$ cat config.mk
export PLATFORM = sky130hd
export DESIGN_NAME = tcc_timer16
export DESIGN_NICKNAME = d
export VERILOG_FILES = /design/src/hw/tcc_timer16.v /design/src/hw/tcc_capture_front.v
export VERILOG_INCLUDE_DIRS = /design/src /design/src/hw
export SDC_FILE = /design/constraint.sdc
export NUM_CORES = 1
export LEC_CHECK = 0
export ABC_AREA = 1
export BUFFER_PORTS_ARGS = -buffer_cell sky130_fd_sc_hd__buf_2
export CAP_MARGIN = 20
export CORE_ASPECT_RATIO = 0.6
export CORE_MARGIN = 8
export CORE_UTILIZATION = 50
export DETAILED_ROUTE_END_ITERATION = 10
export GPL_TIMING_DRIVEN = 0
export PLACE_DENSITY = 0.65
export SLEW_MARGIN = 20
export SYNTH_ARGS = -nofsm -noshare
export SYNTH_HDL_FRONTEND = slang
export SYNTH_SLANG_ARGS = --single-unit
$ cat constraint.sdc
create_clock -name pclk -period 4.45 [get_ports pclk]
set_input_delay 0.6675 -clock pclk [delete_from_list [all_inputs] [get_ports pclk]]
set_output_delay 0.6675 -clock pclk [all_outputs]
set_load 0.01 [all_outputs]
$ cat src/hw/tcc_defines.vh
// register offsets, field positions, reset values and timing counts
`ifndef TCC_DEFINES_VH
`define TCC_DEFINES_VH
`define TCC_OFF_CTRL        12'h000
`define TCC_OFF_STATUS      12'h004
`define TCC_OFF_CNT_LOW     12'h008
`define TCC_OFF_CNT_HIGH    12'h00C
`define TCC_OFF_CAP_LOW     12'h010
`define TCC_OFF_CAP_HIGH    12'h014
`define TCC_OFF_CMPA_LOW    12'h018
`define TCC_OFF_CMPA_HIGH   12'h01C
`define TCC_OFF_CMPB_LOW    12'h020
`define TCC_OFF_CMPB_HIGH   12'h024
`define TCC_OFF_CMPC_LOW    12'h028
`define TCC_OFF_CMPC_HIGH   12'h02C
`define TCC_OFF_FORCE       12'h030
// control register fields
`define TCC_CTRL_WGM_LSB    0
`define TCC_CTRL_FILT_BIT   4
`define TCC_CTRL_EDGE_BIT   5
`define TCC_CTRL_COMPARATOR_CAPTURE_SELECT_BIT   6
`define TCC_CTRL_CLKEN_BIT  7
`define TCC_CTRL_ACT_LSB    8
`define TCC_CTRL_CIE_BIT    16
`define TCC_CTRL_OIE_LSB    17
`define TCC_CTRL_RESET      32'h0000_0000
// status fields: capture flag bit 0, compare flags bits 3:1
`define TCC_STAT_CAP_BIT    0
`define TCC_STAT_CMP_LSB    1
`define TCC_FILT_SAMPLES    4
`define TCC_MODE_NORMAL     4'h0
`define TCC_MODE_CTC_CMP    4'h4
`define TCC_MODE_CTC_CAP    4'hC
`define TCC_MODE_FPWM_CAP   4'hE
`define TCC_MODE_PWM_CAP    4'h8
`define TCC_MODE_PFC_CAP    4'hA
`define TCC_MODE_RSV        4'hD
`endif

$ cat src/hw/tcc_timer16.v
// 16-bit timer capture and compare block with apb registers
//
// Overview of operation
// - capture copies counter and sets flag together
// - capture flag interrupt; clears on service or one
// - low read latches capture high byte
// - capture writable only in capture-top modes
// - comparator select switches trigger source
// - filter needs four equal samples
// - capture ignored in capture-top modes
// - software pin drive captures like external
// - each capture overwrites previous value
// - compare flag interrupt; clears on service or one
// - compare a may define counter top
// - pwm modes double buffer, update at top/bottom
// - pwm-mode writes reach buffer; compare reads direct
// - high write latches; low write commits word
// - force updates output in non-pwm modes only, no flag, no clear
// - counter write blocks next tick's match
// - output state survives mode change
// - output action changes apply immediately
// - counter low read/write uses shared latch
// - action zero leaves output unchanged
//
// The APB register port and the address map were chosen for this implementation.
`timescale 1ns/1ps
module tcc_timer16 (
    // apb
    input  wire        pclk,
    input  wire        presetn,
    input  wire        psel,
    input  wire        penable,
    input  wire        pwrite,
    input  wire [11:0] paddr,
    input  wire [31:0] pwdata,
    output reg  [31:0] prdata,
    output wire        pready,
    output wire        pslverr,
    // timer side
    input  wire        timer_tick,
    input  wire        capture_pin,
    input  wire        comparator_output,
    // interrupt service acknowledges
    input  wire        capture_irq_ack,
    input  wire [2:0]  compare_irq_ack,
    // outputs
    output wire        capture_irq,
    output wire [2:0]  compare_irq,
    output wire [2:0]  compare_output,
    output wire [15:0] timer_count
);
`include "tcc_defines.vh"
    reg  [31:0] ctrl_r;
    reg  [15:0] cnt_r;
    reg  [15:0] cap_r;
    reg  [7:0]  temp_r;
    reg         cap_flag_r;
    reg  [2:0]  cmp_flag_r;
    reg  [2:0]  oc_r;
    reg  [47:0] cmp_r;
    reg  [47:0] buf_r;
    reg         block_r;
    wire [3:0]  wgm;
    wire        cap_top;
    wire        pwm;
    wire        cmpa_top;
    wire [15:0] top;
    wire        at_top;
    wire        at_bot;
    wire        wr;
    wire        rd;
    wire        cnt_wr;
    wire        cap_ev;
    wire [2:0]  match;
    wire [2:0]  force_w;
    wire [47:0] cmp_view;
    integer     i;

    assign wgm     = ctrl_r[`TCC_CTRL_WGM_LSB+3:`TCC_CTRL_WGM_LSB];
    assign cap_top = (wgm == `TCC_MODE_CTC_CAP) ||
                     (wgm == `TCC_MODE_FPWM_CAP) ||
                     (wgm == `TCC_MODE_PWM_CAP) ||
                     (wgm == `TCC_MODE_PFC_CAP);
    // normal, both clear-on-match modes and reserved are not pwm
    assign pwm = (wgm != `TCC_MODE_NORMAL) &&
                 (wgm != `TCC_MODE_CTC_CMP) &&
                 (wgm != `TCC_MODE_CTC_CAP) &&
                 (wgm != `TCC_MODE_RSV);
    assign cmpa_top = (wgm == `TCC_MODE_CTC_CMP) ||
                      (wgm == 4'h9) || (wgm == 4'hB) ||
                      (wgm == 4'hF);
    assign top = cmpa_top ? cmp_r[15:0] : cap_top ? cap_r : 16'hFFFF;
    assign at_top = (cnt_r == top);
    assign at_bot = (cnt_r == 16'h0000);

    assign pready  = 1'b1;
    assign pslverr = 1'b0;
    assign wr = psel && penable && pwrite;
    assign rd = psel && penable && !pwrite;
    assign cnt_wr = wr && (paddr == `TCC_OFF_CNT_LOW);
    assign timer_count = cnt_r;

    tcc_capture_front u_front (
        .pclk                      (pclk),
        .presetn                   (presetn),
        .capture_pin               (capture_pin),
        .comparator_output         (comparator_output),
        .comparator_capture_select (ctrl_r[`TCC_CTRL_COMPARATOR_CAPTURE_SELECT_BIT]),
        .filter_enable             (ctrl_r[`TCC_CTRL_FILT_BIT]),
        .edge_rising               (ctrl_r[`TCC_CTRL_EDGE_BIT]),
        .capture_block             (cap_top),
        .capture_event             (cap_ev)
    );

    genvar g;
    generate
        for (g = 0; g < 3; g = g + 1) begin : g_cmp
            // blocked in the tick after a counter write
            assign match[g] = timer_tick && !block_r &&
                              (cnt_r == cmp_r[g*16+15:g*16]);
            assign force_w[g] = wr && !pwm &&
                                (paddr == `TCC_OFF_FORCE) && pwdata[g];
        end
    endgenerate

    always @(posedge pclk or negedge presetn) begin
        if (!presetn) begin
            ctrl_r     <= `TCC_CTRL_RESET;
            cnt_r      <= 16'h0000;
            cap_r      <= 16'h0000;
            temp_r     <= 8'h00;
            cap_flag_r <= 1'b0;
            cmp_flag_r <= 3'h0;
            oc_r       <= 3'h0;
            cmp_r      <= 48'h0;
            buf_r      <= 48'h0;
            block_r    <= 1'b0;
        end else begin
            // held across stopped clock until the next tick
            if (cnt_wr) begin
                block_r <= 1'b1;
            end else if (timer_tick) begin
                block_r <= 1'b0;
            end
            // software write has priority over counting
            if (cnt_wr) begin
                cnt_r <= {temp_r, pwdata[7:0]};
            end else if (timer_tick) begin
                if (at_top && top != 16'hFFFF) begin
                    cnt_r <= 16'h0000;
                end else begin
                    cnt_r <= cnt_r + 16'h0001;
                end
            end
            if (cap_ev) begin
                cap_r      <= cnt_r;
            end else if (wr && cap_top &&
                         paddr == `TCC_OFF_CAP_LOW) begin
                cap_r <= {temp_r, pwdata[7:0]};
            end
            // set wins over clear
            if (cap_ev) begin
                cap_flag_r <= 1'b1;
            end else if (capture_irq_ack ||
                         (wr && paddr == `TCC_OFF_STATUS &&
                          pwdata[`TCC_STAT_CAP_BIT])) begin
                cap_flag_r <= 1'b0;
            end
            for (i = 0; i < 3; i = i + 1) begin
                if (match[i]) begin
                    cmp_flag_r[i] <= 1'b1;
                end else if (compare_irq_ack[i] ||
                             (wr && paddr == `TCC_OFF_STATUS &&
                              pwdata[`TCC_STAT_CMP_LSB+i])) begin
                    cmp_flag_r[i] <= 1'b0;
                end
                // action read live, never buffered
                if (match[i] || force_w[i]) begin
                    case (ctrl_r[`TCC_CTRL_ACT_LSB+2*i+:2])
                        2'h1: oc_r[i] <= ~oc_r[i];
                        2'h2: oc_r[i] <= 1'b0;
                        2'h3: oc_r[i] <= 1'b1;
                        default: oc_r[i] <= oc_r[i];
                    endcase
                end
                if (wr && paddr == `TCC_OFF_CMPA_LOW + 8*i) begin
                    if (pwm) begin
                        buf_r[i*16+:16] <= {temp_r, pwdata[7:0]};
                    end else begin
                        cmp_r[i*16+:16] <= {temp_r, pwdata[7:0]};
                    end
                end else if (pwm && timer_tick && (at_top || at_bot)) begin
                    cmp_r[i*16+:16] <= buf_r[i*16+:16];
                end
            end
            if (wr && (paddr == `TCC_OFF_CMPA_HIGH ||
                       paddr == `TCC_OFF_CMPB_HIGH ||
                       paddr == `TCC_OFF_CMPC_HIGH ||
                       paddr == `TCC_OFF_CAP_HIGH ||
                       paddr == `TCC_OFF_CNT_HIGH)) begin
                temp_r <= pwdata[7:0];
            end else if (rd && paddr == `TCC_OFF_CNT_LOW) begin
                temp_r <= cnt_r[15:8];
            end else if (rd && paddr == `TCC_OFF_CAP_LOW) begin
                temp_r <= cap_r[15:8];
            end
            if (wr && paddr == `TCC_OFF_CTRL) begin
                ctrl_r <= {12'h000, pwdata[19:0]};
            end
        end
    end

    // buffer in pwm modes, active value otherwise
    assign cmp_view = pwm ? buf_r : cmp_r;

    // compare values read directly, without the latch
    always @* begin
        case (paddr)
            `TCC_OFF_CTRL:      prdata = ctrl_r;
            `TCC_OFF_STATUS:    prdata = {28'h0, cmp_flag_r, cap_flag_r};
            `TCC_OFF_CNT_LOW:   prdata = {24'h0, cnt_r[7:0]};
            `TCC_OFF_CNT_HIGH:  prdata = {24'h0, temp_r};
            `TCC_OFF_CAP_LOW:   prdata = {24'h0, cap_r[7:0]};
            `TCC_OFF_CAP_HIGH:  prdata = {24'h0, temp_r};
            `TCC_OFF_CMPA_LOW:  prdata = {24'h0, cmp_view[7:0]};
            `TCC_OFF_CMPA_HIGH: prdata = {24'h0, cmp_view[15:8]};
            `TCC_OFF_CMPB_LOW:  prdata = {24'h0, cmp_view[23:16]};
            `TCC_OFF_CMPB_HIGH: prdata = {24'h0, cmp_view[31:24]};
            `TCC_OFF_CMPC_LOW:  prdata = {24'h0, cmp_view[39:32]};
            `TCC_OFF_CMPC_HIGH: prdata = {24'h0, cmp_view[47:40]};
            default:            prdata = 32'h0000_0000;
        endcase
    end

    assign capture_irq = cap_flag_r && ctrl_r[`TCC_CTRL_CIE_BIT];
    assign compare_irq = cmp_flag_r &
                         ctrl_r[`TCC_CTRL_OIE_LSB+2:`TCC_CTRL_OIE_LSB];
    assign compare_output = oc_r;
endmodule // tcc_timer16

$ cat src/hw/tcc_capture_front.v
// capture trigger select, noise filter and edge detector
`timescale 1ns/1ps
module tcc_capture_front (
    // clock and reset
    input  wire pclk,
    input  wire presetn,
    // trigger sources
    input  wire capture_pin,
    input  wire comparator_output,
    // configuration
    input  wire comparator_capture_select,
    input  wire filter_enable,
    input  wire edge_rising,
    input  wire capture_block,
    // event
    output wire capture_event
);
`include "tcc_defines.vh"
    reg  [1:0] sync_r;
    // three held samples plus the live one make the full window
    reg  [`TCC_FILT_SAMPLES-2:0] hist_r;
    reg        filt_r;
    reg        prev_r;
    wire       src;
    wire       all_hi;
    wire       all_lo;
    wire       level;

    // pin level includes a software-driven port output
    assign src = comparator_capture_select ? comparator_output
                                           : capture_pin;

    always @(posedge pclk or negedge presetn) begin
        if (!presetn) begin
            sync_r <= 2'h0;
            hist_r <= {(`TCC_FILT_SAMPLES-1){1'b0}};
            filt_r <= 1'b0;
            prev_r <= 1'b0;
        end else begin
            sync_r <= {sync_r[0], src};
            hist_r <= {hist_r[`TCC_FILT_SAMPLES-3:0], sync_r[1]};
            if (all_hi) begin
                filt_r <= 1'b1;
            end else if (all_lo) begin
                filt_r <= 1'b0;
            end
            prev_r <= level;
        end
    end

    // live sample counts, so the filter costs exactly the window length
    assign all_hi = &{hist_r, sync_r[1]};
    assign all_lo = ~|{hist_r, sync_r[1]};
    // filter adds the extra sample delay only when enabled
    assign level = filter_enable ? filt_r : sync_r[1];
    // ignored in modes where capture register is top
    assign capture_event = !capture_block &&
        (edge_rising ? (level && !prev_r)
                     : (!level && prev_r));
endmodule // tcc_capture_front

==> results.toml <==
[clock_tree]
tritoncts = "yes"
clk_pin_slew_ps = 70
cts_buffers = 17
clock_latency_ps = 450
clk_path_buf_depth = 2
htree_levels = 4
cts-root-buf = "clkbuf_16"
postCtsSetupBuffers = 0
cts_sinks = 171

[synthesis]
ys_types = 46
synth_area_um2 = 11020
syn_avg_cell_area_um2 = 7.162
syn_inst = 1538
yosysWarnings = 0
synth_area_leader_cell = "dfrtp_1"
ys.flop_type = "dfrtp_1"
async_flop_share = 1.000
netlist.area_leader.share = 0.3885
ys_seq_area_frac = 0.3885
ys_ff_latch = 171
ys_top_cells_by_area = "dfrtp_1 39%, nand2_1 15%, o21ai_0 7.8%"
synth_edf_count = 0

[detailed_routing]
drt-wirelength-per-cell_um = 23.68
firstDrtPassIters = 8
via_per_inst = 6.098
routed_wirelength_um = 46320
final_antenna_net_count = 0
first_iter_violations = 1712
drc_errors = 0
via_count = 11930

[timing]
fin_crit_ps = 4160
timing.slew.headroom = 0.3156
worst-slew-pin-transition_ps = 1027
whs_ps = 200.3
setup_viol = 0
skew_ps = 17.27
final.setup.worst_slack_ps = 289.6
rsz0062_at_grt = "no"
max_freq_mhz = 240.4
slew_viol_final = 0
fin_crit_sh = 0.9349
hold_viol_final = 0

[critical_path]
path_class = "reg -> out"
startpoint_type = "flip-flop"
critPathCaptureType = "primary output"
crit_fanout = 10
required_ps = 3780
cp.arrival_ps = 3490

[die]
core_area_um2 = 21810
ios = 113
dieArea_um2 = 27190
initial_core_util = 0.5051
rows = 42
die_h_um = 131.0
die_w_um = 207.6

[pwr]
p_sw_frac = 0.3482
pwr-share-seq = 0.422
p_per_area_nw_per_um2 = 319.7
combPwrFrac = 0.205
power_frac_clock = 0.373
p_leak_nw = 5.904
p_int_w = 0.002595
vdd_ir_drop_max_v = 0.0002718
p_switching_w = 0.001386

[global_routing]
grtUsageMet3 = 0.1470
grt_pass1_wl_um = 68460
busiest_layer = "met1"
grtUsageMet2 = 0.4306
grtUsageTotal = 0.3371
grt_start_max_net_pins = 95
antenna_found_initial = 1
grt_pass1_vias = 10650
overflow = 0
grt_util_met1 = 0.5057

[final_layout]
area_growth_pct = 13.02
layout-drive-gt1-share = 0.1414
nets = 1714
nFillCells = 2108

[placed_design]
post-dp-hpwl_um = 35660
place_ws_ps = 680.7
io_buffers = 86
routabilityCongestion = 0.9998

[outcome]
outcome = "finished, final reports clean"

[hold_path]
hp-class = "in -> async"

[flow_run]
maxCapViolCount = 0
-- worst max-delay path, stage by stage (launching register included) --
cell and delay (ps):
dfrtp_1 470, nand2_1 100, o21ai_0 70, nand2_1 110
clkbuf_1 570, clkbuf_1 540, o21ai_0 300, nand2_1 140
nand3_1 80, a221oi_1 320, nand3_1 170, buf_2 180
-- path summary, 6_finish.rpt --
kind / start / slack, ps / endpoint / cells past startpoint
setup / recovery: ctrl_r[2] / 290 / prdata[2] / 11
hold / removal: presetn / 200 / buf_r[18] / 1
setup reg to reg: timer_count[7] / 1270 / cmp_r[27] / 14
hold reg to reg: u_front.sync_r[0] / 350 / u_front.sync_r[1] / 0
max in group asynchronous: presetn / 3310 / timer_count[10] / 2
min in group pclk: u_front.sync_r[0] / 350 / u_front.sync_r[1] / 0
-- cells by family after synthesis --
| logic type | Yosys count | synth area share |
|---|---|---|
| AO/OA/AOI/OAI | 288 | 0.1486 |
| XOR/XNOR | 30 | 0.02385 |
| adder cells (fa/ha/maj) | 2 | 0.002271 |
| buffers and inverters | 232 | 0.09280 |
| flip-flops | 171 | 0.3885 |
| multiplexers | 1 | 0.001022 |
| other | 2 | 0.0006818 |
| AND/OR/NAND/NOR | 812 | 0.3423 |
-- state kept, by name, summed over array words and instances (netlist names) --
name	count
buf_r	48
cmp_r	48
ctrl_r	20
cap_r	16
timer_count	16
temp_r	8
cmp_flag_r	3
compare_output	3
u_front.hist_r	3
u_front.sync_r	2
block_r	1
cap_flag_r	1
u_front.filt_r	1
u_front.prev_r	1
-- area by class of cell --
type / instances / area [um^2] / share of cell area
multi-input combinational: 1147 / 5759 / 0.4626
timing repair buffer: 87 / 467.9 / 0.03759
clock buffer: 17 / 425.4 / 0.03417
inverter: 139 / 521.8 / 0.04191
antenna: 1 / 2.502 / 0.0002010
clock inverter: 15 / 133.9 / 0.01075
sequential: 171 / 4279 / 0.3437
tap: 286 / 357.8 / 0.02874
buffer: 93 / 501.7 / 0.04030
-- stage by stage --
step	cell area, um^2	utilization	setup TNS (ps)	std cells	power (W)
2_1_floorplan	11060	-	0	1550	0.002153
3_3_place_gp	11850	0.5433	-24320	1922	0.002485
3_5_place_dp	11890	0.5450	0	1923	0.002493
4_1_cts	12450	0.5707	0	1955	0.003948
5_1_grt	12450	0.5707	0	1955	0.004107
6_report	12450	0.5709	0	1956	0.003981
-- Yosys cell counts, drive strengths merged, types with 4 or more instances --
library cell and count:
xnor2 11, o211ai 19, o2111ai 9, xor2 19, clkbuf 53, nor2 123
o22ai 5, a22oi 6, a221oi 6, nand2 445, nand3 164, o21ai 180
a21oi 44, nor3 22, o31ai 5, inv 137, buf 40, nor4 10
or2 4, nand4 43, dfrtp 171, a22o 6
-- repair_timing --
action                                  4_1_cts  5_1_grt
resized for setup                             0        2
endpoints found under the setup margin        0        1
hold buffers                                  0        0
-- layout by cell type (no fill, tap or decap), types with 20 or more instances in the layout --
cell	count
a21oi_1	44
buf_2	98
clkbuf_1	52
dfrtp_1	171
inv_1	131
nand2_1	433
nand3_1	130
nand3_2	30
nand4_1	36
nor2_1	113
nor3_1	20
o21ai_0	172
-- per-layer routing --
metal,part of all wire,up-vias
met5,0.00028,-
met4,0.016,2
met3,0.16,77
met2,0.37,867
met1,0.45,5653
li1,-,5328
-- power groups by stage --
stage	Clock (W)	Combinational (W)	Sequential, W
after floorplan	0	0.000440	0.00171
after global placement	0	0.000778	0.00171
after detailed placement	0	0.000784	0.00171
after CTS	0.00148	0.000788	0.00168
after global routing	0.00154	0.000876	0.00169
final	0.00148	0.000816	0.00168
(Power assumes the default switching activity.)
